### src/verilog/gpp_pkg.sv
package gpp_pkg;
  // ---------------------------------------------------------------
  // bus geometry
  // ---------------------------------------------------------------
  localparam int unsigned GPP_ADDR_W = 3;
  localparam int unsigned GPP_DATA_W = 8;
  localparam int unsigned GPP_PINS   = 8;

  // ---------------------------------------------------------------
  // register offsets
  // ---------------------------------------------------------------
  localparam logic [2:0] GPP_OFS_PIN_LEVELS = 3'h0;
  localparam logic [2:0] GPP_OFS_LATCH      = 3'h1;
  localparam logic [2:0] GPP_OFS_DIRECTION  = 3'h2;
  localparam logic [2:0] GPP_OFS_PSP_CTRL   = 3'h3;
  localparam logic [2:0] GPP_OFS_PWM_CTRL   = 3'h4;
  localparam logic [2:0] GPP_OFS_ANALOG     = 3'h5;

  // ---------------------------------------------------------------
  // reset values
  // ---------------------------------------------------------------
  localparam logic [7:0] GPP_RST_LATCH     = 8'h00;
  localparam logic [7:0] GPP_RST_DIRECTION = 8'hff;
  localparam logic [7:0] GPP_RST_PSP_CTRL  = 8'h07;
  localparam logic [7:0] GPP_RST_PWM_CTRL  = 8'h00;
  localparam logic [3:0] GPP_RST_ANALOG    = 4'hf;

  // ---------------------------------------------------------------
  // field positions
  // ---------------------------------------------------------------
  localparam int unsigned GPP_PSP_IBF_BIT   = 7;
  localparam int unsigned GPP_PSP_OBF_BIT   = 6;
  localparam int unsigned GPP_PSP_INPUT_BUFFER_OVERFLOW_BIT  = 5;
  localparam int unsigned GPP_PSP_MODE_BIT  = 4;
  localparam int unsigned GPP_PSP_UNIMP_BIT = 3;
  localparam int unsigned GPP_PWM_CFG_HI    = 7;
  localparam int unsigned GPP_PWM_CFG_LO    = 6;
  localparam int unsigned GPP_ANALOG_PINS   = 4;
  localparam int unsigned GPP_CCP_FIRST_PIN = 4;
  localparam logic [7:0]  GPP_PSP_RW_MASK   = 8'h37;
endpackage

### src/verilog/gpp_port.sv
// Function
// latch register; output pin with direction bit 0 drives latch bit
// direction register, bit n sets pin n input or output
// direction one tristates pin; zero puts latch on pin
// pin register reads pin levels, writes latch; latch reads stored value
// writing zero to pin or latch register clears all latch bits
// parallel slave enable, control bit 4, hands all pins to slave bus
// slave mode drives pins as outputs whatever the direction bits; here only while psp_drive is high
// slave mode also takes pins as data inputs, ignoring direction
// dual or quad pwm output disables parallel slave functions
// pins 0-3 analog at reset, inputs; analog pins read zero
// pin 4 compare or pwm a out at dir 0, capture in at 1
// pins 5-7 carry pwm b, c, d only when direction bit is 0
// unimplemented control bit reads zero, writes ignored
// port and registers exist only when variant has them
//
// Added by the designer: strobed register access and the register addresses.
`timescale 1ns/1ps
module gpp_port
  import gpp_pkg::*;
#(
  parameter int unsigned N_PINS       = GPP_PINS,
  parameter bit          PORT_PRESENT = 1'b1
) (
  input  wire logic [GPP_ADDR_W-1:0] addr,
  input  wire logic                  ccp_compare_en,
  input  wire logic [3:0]            ccp_out,
  input  wire logic [3:0]            ccp_own,
  input  wire logic                  ce,
  input  wire logic                  clk,
  input  wire logic [N_PINS-1:0]     pin_in,
  input  wire logic                  nrst,
  input  wire logic                  psp_drive,
  input  wire logic [N_PINS-1:0]     psp_data_out,
  input  wire logic                  psp_ibf,
  input  wire logic                  psp_obf,
  input  wire logic                  psp_overflow,
  input  wire logic                  rd,
  input  wire logic [GPP_DATA_W-1:0] wdata,
  input  wire logic                  wr,
  output logic                       capture_in,
  output logic [N_PINS-1:0]          pin_oe,
  output logic [N_PINS-1:0]          pin_out,
  output logic                       psp_active,
  output logic [N_PINS-1:0]          psp_data_in,
  output logic [GPP_DATA_W-1:0]      rdata
);
  // ---------------------------------------------------------------
  // elaboration check
  // ---------------------------------------------------------------
  if (N_PINS != GPP_PINS) begin : g_bad_width
    $error("gpp_port serves exactly eight pins");
  end

  logic [7:0] latch;
  logic [7:0] direction;
  logic [7:0] psp_ctrl;
  logic [7:0] pwm_ctrl;
  logic [3:0] analog;
  logic [7:0] next_latch;
  logic [7:0] next_direction;
  logic [7:0] next_psp_ctrl;
  logic [7:0] next_pwm_ctrl;
  logic [3:0] next_analog;
  logic [7:0] next_rdata;
  logic [7:0] next_pin_out;
  logic [7:0] next_pin_oe;
  logic [7:0] pin_level;
  logic [7:0] pin_read;
  logic       pwm_multi;
  logic       psp_on;
  logic       wr_ok;
  logic       rd_ok;

  // ---------------------------------------------------------------
  // pin input synchroniser
  // ---------------------------------------------------------------
  gpp_sync #(
    .W (N_PINS)
  ) u_sync (
    .clk  (clk),
    .nrst (nrst),
    .ce   (ce),
    .d    (pin_in),
    .q    (pin_level)
  );

  // ---------------------------------------------------------------
  // mode decode
  // ---------------------------------------------------------------
  always_comb begin
    wr_ok     = wr & PORT_PRESENT;
    rd_ok     = rd & PORT_PRESENT;
    pwm_multi = pwm_ctrl[GPP_PWM_CFG_HI] | pwm_ctrl[GPP_PWM_CFG_LO];
    psp_on    = psp_ctrl[GPP_PSP_MODE_BIT] & ~pwm_multi; // see R06
    pin_read  = pin_level & ~{4'h0, analog};
  end

  // ---------------------------------------------------------------
  // register file
  // ---------------------------------------------------------------
  always_comb begin
    next_latch     = latch;
    next_direction = direction;
    next_psp_ctrl  = psp_ctrl;
    next_pwm_ctrl  = pwm_ctrl;
    next_analog    = analog;
    if (wr_ok) begin
      unique case (addr)
        GPP_OFS_PIN_LEVELS: next_latch = wdata; // see R04
        GPP_OFS_LATCH:      next_latch = wdata; // see R01
        GPP_OFS_DIRECTION:  next_direction = wdata;
        GPP_OFS_PSP_CTRL: begin
          next_psp_ctrl = wdata & GPP_PSP_RW_MASK;
        end
        GPP_OFS_PWM_CTRL:   next_pwm_ctrl = wdata;
        GPP_OFS_ANALOG:     next_analog = wdata[3:0];
        default: begin
        end
      endcase
    end
    next_psp_ctrl[GPP_PSP_IBF_BIT] = psp_ibf;
    next_psp_ctrl[GPP_PSP_OBF_BIT] = psp_obf;
    // overflow set beats software clear
    if (psp_overflow && psp_on) begin
      next_psp_ctrl[GPP_PSP_INPUT_BUFFER_OVERFLOW_BIT] = 1'b1;
    end
  end

  always_comb begin
    next_rdata = 8'h00;
    if (rd_ok) begin
      unique case (addr)
        GPP_OFS_PIN_LEVELS: next_rdata = pin_read; // see R04
        GPP_OFS_LATCH:      next_rdata = latch;
        GPP_OFS_DIRECTION:  next_rdata = direction;
        GPP_OFS_PSP_CTRL:   next_rdata = psp_ctrl;
        GPP_OFS_PWM_CTRL:   next_rdata = pwm_ctrl;
        GPP_OFS_ANALOG:     next_rdata = {4'h0, analog};
        default:            next_rdata = 8'h00;
      endcase
    end
  end

  always_ff @(posedge clk or negedge nrst) begin
    if (!nrst) begin
      latch     <= GPP_RST_LATCH;
      direction <= GPP_RST_DIRECTION;
      psp_ctrl  <= GPP_RST_PSP_CTRL;
      pwm_ctrl  <= GPP_RST_PWM_CTRL;
      analog    <= GPP_RST_ANALOG;
      rdata     <= 8'h00;
    end else if (ce) begin
      latch     <= next_latch;
      direction <= next_direction;
      psp_ctrl  <= next_psp_ctrl;
      pwm_ctrl  <= next_pwm_ctrl;
      analog    <= next_analog;
      rdata     <= next_rdata;
    end
  end

  // ---------------------------------------------------------------
  // per-pin output mux
  // ---------------------------------------------------------------
  for (genvar i = 0; i < 8; i++) begin : g_pin
    logic alt_own;
    logic alt_val;
    if (i >= GPP_CCP_FIRST_PIN) begin : g_ccp
      // pin 4 also carries the compare output
      assign alt_own = ccp_own[i-4] | ((i == 4) && ccp_compare_en);
      assign alt_val = ccp_out[i-4];
    end else begin : g_gpio
      assign alt_own = 1'b0;
      assign alt_val = 1'b0;
    end
    always_comb begin
      if (!PORT_PRESENT) begin
        next_pin_oe[i]  = 1'b0;
        next_pin_out[i] = 1'b0;
      end else if (psp_on) begin
        next_pin_oe[i]  = psp_drive;
        next_pin_out[i] = psp_data_out[i];
      end else if (direction[i]) begin
        next_pin_oe[i]  = 1'b0;
        next_pin_out[i] = 1'b0;
      end else begin
        next_pin_oe[i]  = 1'b1;
        next_pin_out[i] = alt_own ? alt_val : latch[i]; // see R01
      end
    end
  end

  always_ff @(posedge clk or negedge nrst) begin
    if (!nrst) begin
      pin_oe      <= 8'h00;
      pin_out     <= 8'h00;
      psp_active  <= 1'b0;
      psp_data_in <= 8'h00;
      capture_in  <= 1'b0;
    end else if (ce) begin
      pin_oe      <= next_pin_oe;
      pin_out     <= next_pin_out;
      psp_active  <= psp_on;
      psp_data_in <= psp_on ? pin_level : 8'h00;
      capture_in  <= direction[4] & pin_level[4];
    end
  end
endmodule // gpp_port

### src/verilog/gpp_sync.sv
`timescale 1ns/1ps
module gpp_sync
  import gpp_pkg::*;
#(
  parameter int unsigned W = 8
) (
  input  wire logic         clk,
  input  wire logic         nrst,
  input  wire logic         ce,
  input  wire logic [W-1:0] d,
  output logic      [W-1:0] q
);
  logic [W-1:0] s1;
  logic [W-1:0] s2;
  logic [W-1:0] s3;
  logic [W-1:0] next_q;

  if (W < 1) begin : g_bad_w
    $error("gpp_sync needs at least one bit");
  end

  // ---------------------------------------------------------------
  // accept a level once stages two and three agree
  // ---------------------------------------------------------------
  always_comb begin
    next_q = (~(s2 ^ s3) & s2) | ((s2 ^ s3) & q);
  end

  always_ff @(posedge clk or negedge nrst) begin
    if (!nrst) begin
      s1 <= '0;
      s2 <= '0;
      s3 <= '0;
      q  <= '0;
    end else if (ce) begin
      s1 <= d;
      s2 <= s1;
      s3 <= s2;
      q  <= next_q;
    end
  end
endmodule // gpp_sync

### config.mk
export PLATFORM = sky130hd
export DESIGN_NAME = gpp_port
export DESIGN_NICKNAME = d
export VERILOG_FILES = /design/src/verilog/gpp_pkg.sv /design/src/verilog/gpp_port.sv /design/src/verilog/gpp_sync.sv
export SDC_FILE = /design/constraint.sdc
export NUM_CORES = 1
export LEC_CHECK = 0
export BUFFER_PORTS_ARGS = -buffer_cell sky130_fd_sc_hd__clkbuf_2
export CORE_MARGIN = 1.5
export CORE_UTILIZATION = 56
export DETAILED_ROUTE_END_ITERATION = 10
export PLACE_DENSITY = 0.8
export SYNTH_ARGS = -nofsm -noshare
export SYNTH_HDL_FRONTEND = slang
export SYNTH_SLANG_ARGS = --single-unit
### constraint.sdc
create_clock -name clk -period 1.6 [get_ports clk]
set_input_delay 0.32 -clock clk [delete_from_list [all_inputs] [get_ports clk]]
set_output_delay 0.32 -clock clk [all_outputs]
set_load 0.01 [all_outputs]
==> results.sh <==
export IMPL_portBuffers=78
export IMPL_synthDistinctLibCells=38
export IMPL_clock_skew_ns=0.00761
export IMPL_grt_antenna_before_repair=0
export IMPL_initial_core_util_pct=58.1
export IMPL_run_status="finished, final reports clean"
export IMPL_design_power_total_mw=6.53
export IMPL_netlist_area_um2=4490
export IMPL_cp_data_arrival_time_ns=1.76
export IMPL_synth_seq_cells=101
export IMPL_drt_first_pass_iters=4
export IMPL_post_route_drc_count=0
export IMPL_overflow=0
export IMPL_synth_area_leaders="sky130_fd_sc_hd__dfrtp_1, sky130_fd_sc_hd__mux2_2, sky130_fd_sc_hd__dfstp_2, sky130_fd_sc_hd__a21oi_1, sky130_fd_sc_hd__nor2_1"
export IMPL_setup_viol_count_final=0
export IMPL_cts_buffers=9
export IMPL_tritoncts="done"
export IMPL_post_synth_inst_count=378
export IMPL_number_of_global_route_vias_before_repair=3232
export IMPL_drt_iter0_drcs=147
export IMPL_synth_enable_flop_cells=0
export IMPL_wl_per_cell_um=16.9
export IMPL_totalWireLength_mm=9.61
export IMPL_clock_sinks=101
export IMPL_unrepaired_setup_endpoints_after_global_routing="no"
export IMPL_synth_top_area_cell="sky130_fd_sc_hd__dfrtp_1"
export IMPL_netlist_area_leader_share_pct=48.0
export IMPL_worst_hold_slack_ns=0.179
export IMPL_die_area_um2=8560
export IMPL_cts_clk_slew_worst_paths_ns=0.10
export IMPL_syn_num_nets=423
export IMPL_final_net_count=506
export IMPL_cts_max_level=3
export IMPL_synth_seq_area_share_pct=56.7
export IMPL_setup_worst_path_class="flip-flop to flip-flop"
export IMPL_clockRootBuffer="sky130_fd_sc_hd__clkbuf_8"
export IMPL_required_ns=1.85
export IMPL_timing_slew_headroom_pct=64.4
export IMPL_core_um2=7730
export IMPL_timing_hold_violations_final=0
export IMPL_max_cap_violations=0
export IMPL_p_leak_nw=2.42
export IMPL_globalplace_congestion=0.900
export IMPL_grt_start_max_net_pins=79
export IMPL_share_of_flip_flops_with_an_asynchronous_set_or_reset_after_synthesis_pct=100
export IMPL_worst_slew_pin_slew_ns=0.526
export IMPL_insertion_delay_ns=0.36
export IMPL_area_delta_synth_final_pct=18.2
export IMPL_power_density_nw_per_um2=1230
export IMPL_grt_first_pass_wirelength_mm=15.9
export IMPL_drv_slew=0
export IMPL_postRouteAntennaNets=0
export IMPL_core_rowCount=32
export IMPL_r2r_worst_path_cells=3
export IMPL_min_delay_path_depth=2
export IMPL_worst_path_max_fanout=5
export IMPL_timing_critical_path_from_type="flip-flop"
export IMPL_num_io_pins=79
export IMPL_fraction_of_layout_cells_with_a_size_suffix_above_1_pct=40.6
export IMPL_vdd_ir_drop_max_v=0.000682
export IMPL_synthFlopType="sky130_fd_sc_hd__dfrtp_1"
export IMPL_post_dp_hpwl_mm=7.03
export IMPL_min_delay_path_class="primary input to flip-flop"
export IMPL_timing_final_crit_share_pct=94.3
export IMPL_setup_tns_final_ns=0
export IMPL_die_w_um=92.5
export IMPL_yosys_warn_count=0
export IMPL_via_count=3219
export IMPL_leading_cell_type_by_number_of_instances_after_synthesis="sky130_fd_sc_hd__dfrtp_1"
export IMPL_fillCellCount=581
export IMPL_syn_area_per_cell_um2=11.9
export IMPL_ys_top_cells_by_count="sky130_fd_sc_hd__dfrtp_1, sky130_fd_sc_hd__mux2_2, sky130_fd_sc_hd__nor2_1"
export IMPL_timing_fmax_mhz=663
export IMPL_num_antenna_cells=0
export IMPL_crit_path_end_kind="flip-flop"
export IMPL_grt_util_all_layers_pct=24.6
export IMPL_via_per_inst=5.67
export IMPL_post_route_min_period_ns=1.51
export IMPL_max_clock_path_buffers=2
export IMPL_die_y_um=92.5
final timing paths:
| path | startpoint | to | slack [ns] |
|---|---|---|---|
| max | flip-flop | rdata[4] | 0.09 |
| min | pin_in[6] | u_sync.s1[6] | 0.18 |
| max reg2reg | flip-flop | rdata[4] | 0.09 |
| min reg2reg | rdata[0] | rdata[0] | 0.49 |
| max in group asynchronous | nrst | direction[6] | 0.61 |
| min in group asynchronous | nrst | pwm_ctrl[0] | 0.39 |
final cells by class:
cell class | instances | area [µm²] | area share, %
Clock buffer | 10 | 128 | 2.41
Clock inverter | 6 | 71.3 | 1.34
Inverter | 12 | 45.0 | 0.849
Multi-Input combinational cell | 243 | 1790 | 33.7
Sequential cell | 101 | 2550 | 48.0
Tap cell | 102 | 128 | 2.41
Timing Repair Buffer | 94 | 597 | 11.3
registers in the layout, summed over array words and instances (netlist names), named ones only:
| signal | count |
|---|---|
| u_sync.s2 | 8 |
| psp_data_in | 8 |
| psp_ctrl | 7 |
| u_sync.s1 | 8 |
| analog | 4 |
| latch | 8 |
| pwm_ctrl | 8 |
| pin_oe | 8 |
| u_sync.s3 | 8 |
| pin_out | 8 |
| rdata | 8 |
| direction | 8 |
| psp_active | 1 |
| capture_in | 1 |
layout by cell type (no fill, tap or decap), types with 2 or more instances in the layout:
cell	count
sky130_fd_sc_hd__buf_4	10
sky130_fd_sc_hd__a22oi_1	5
sky130_fd_sc_hd__buf_12	6
sky130_fd_sc_hd__and2_1	3
sky130_fd_sc_hd__nand2_1	4
sky130_fd_sc_hd__nor3b_1	7
sky130_fd_sc_hd__nand3_1	10
sky130_fd_sc_hd__inv_1	12
sky130_fd_sc_hd__dfstp_2	15
sky130_fd_sc_hd__and3_1	4
sky130_fd_sc_hd__clkbuf_2	76
sky130_fd_sc_hd__nor2_1	45
sky130_fd_sc_hd__o21ai_0	14
sky130_fd_sc_hd__a221o_1	3
sky130_fd_sc_hd__dfrtp_1	86
sky130_fd_sc_hd__o2bb2ai_1	3
sky130_fd_sc_hd__nand4_1	2
sky130_fd_sc_hd__a21oi_1	40
sky130_fd_sc_hd__mux2_2	60
sky130_fd_sc_hd__nand2b_1	9
sky130_fd_sc_hd__mux4_2	3
sky130_fd_sc_hd__clkbuf_8	9
sky130_fd_sc_hd__mux2i_1	13
sky130_fd_sc_hd__nor3b_4	2
sky130_fd_sc_hd__nor3_1	4
per-stage QoR:
stage                     worst slack (ns)  std cells  util (%)  cell area [µm²]
after floorplan                      0.141        378         -             4490
after global placement              0.0585        551      65.9             5090
after detailed placement            0.0258        551      65.9             5090
after CTS                           0.0900        568      68.6             5300
after global routing                0.0184        568      68.6             5300
final                               0.0908        568      68.6             5300
routing by layer:
metal  wire [µm]  up-vias  share of wire (%)  global-route usage, %
met1        3930     1602                 41                   30.9
li1            -     1501                  -                      -
met4         309        0                3.2                   10.5
met5           0        -                  0                      0
met3         528       23                5.5                   6.32
met2        4840       93                 50                   40.3
critical path, cell delays in order, from the launching register on:
cell and delay (ns):
sky130_fd_sc_hd__dfrtp_1 0.47, sky130_fd_sc_hd__mux4_2 0.49, sky130_fd_sc_hd__and3_1 0.19, sky130_fd_sc_hd__a221o_1 0.25
report_power, final:
group	switching (mW)	internal [mW]
Sequential	0.430	3.12
Combinational	0.659	0.710
Clock	0.872	0.740
kinds of logic (layout without fill, tap and decap cells):
kind of cell | after synthesis | after routing | synth area share [%]
buffers and inverters | 34 | 122 | 3.54
flip-flops | 101 | 101 | 56.7
multiplexers | 76 | 76 | 19.5
AND/OR/NAND/NOR | 96 | 96 | 11.0
AO/OA/AOI/OAI | 71 | 71 | 9.23
repair_timing:
action | in CTS | in global routing
buffers inserted | 0 | 0
setup endpoints to repair | 0 | 1
hold buffers | 1 | 0
hold endpoints to repair | 13 | 0
gates resized for setup | 0 | 1
(Power assumes the default switching activity.)
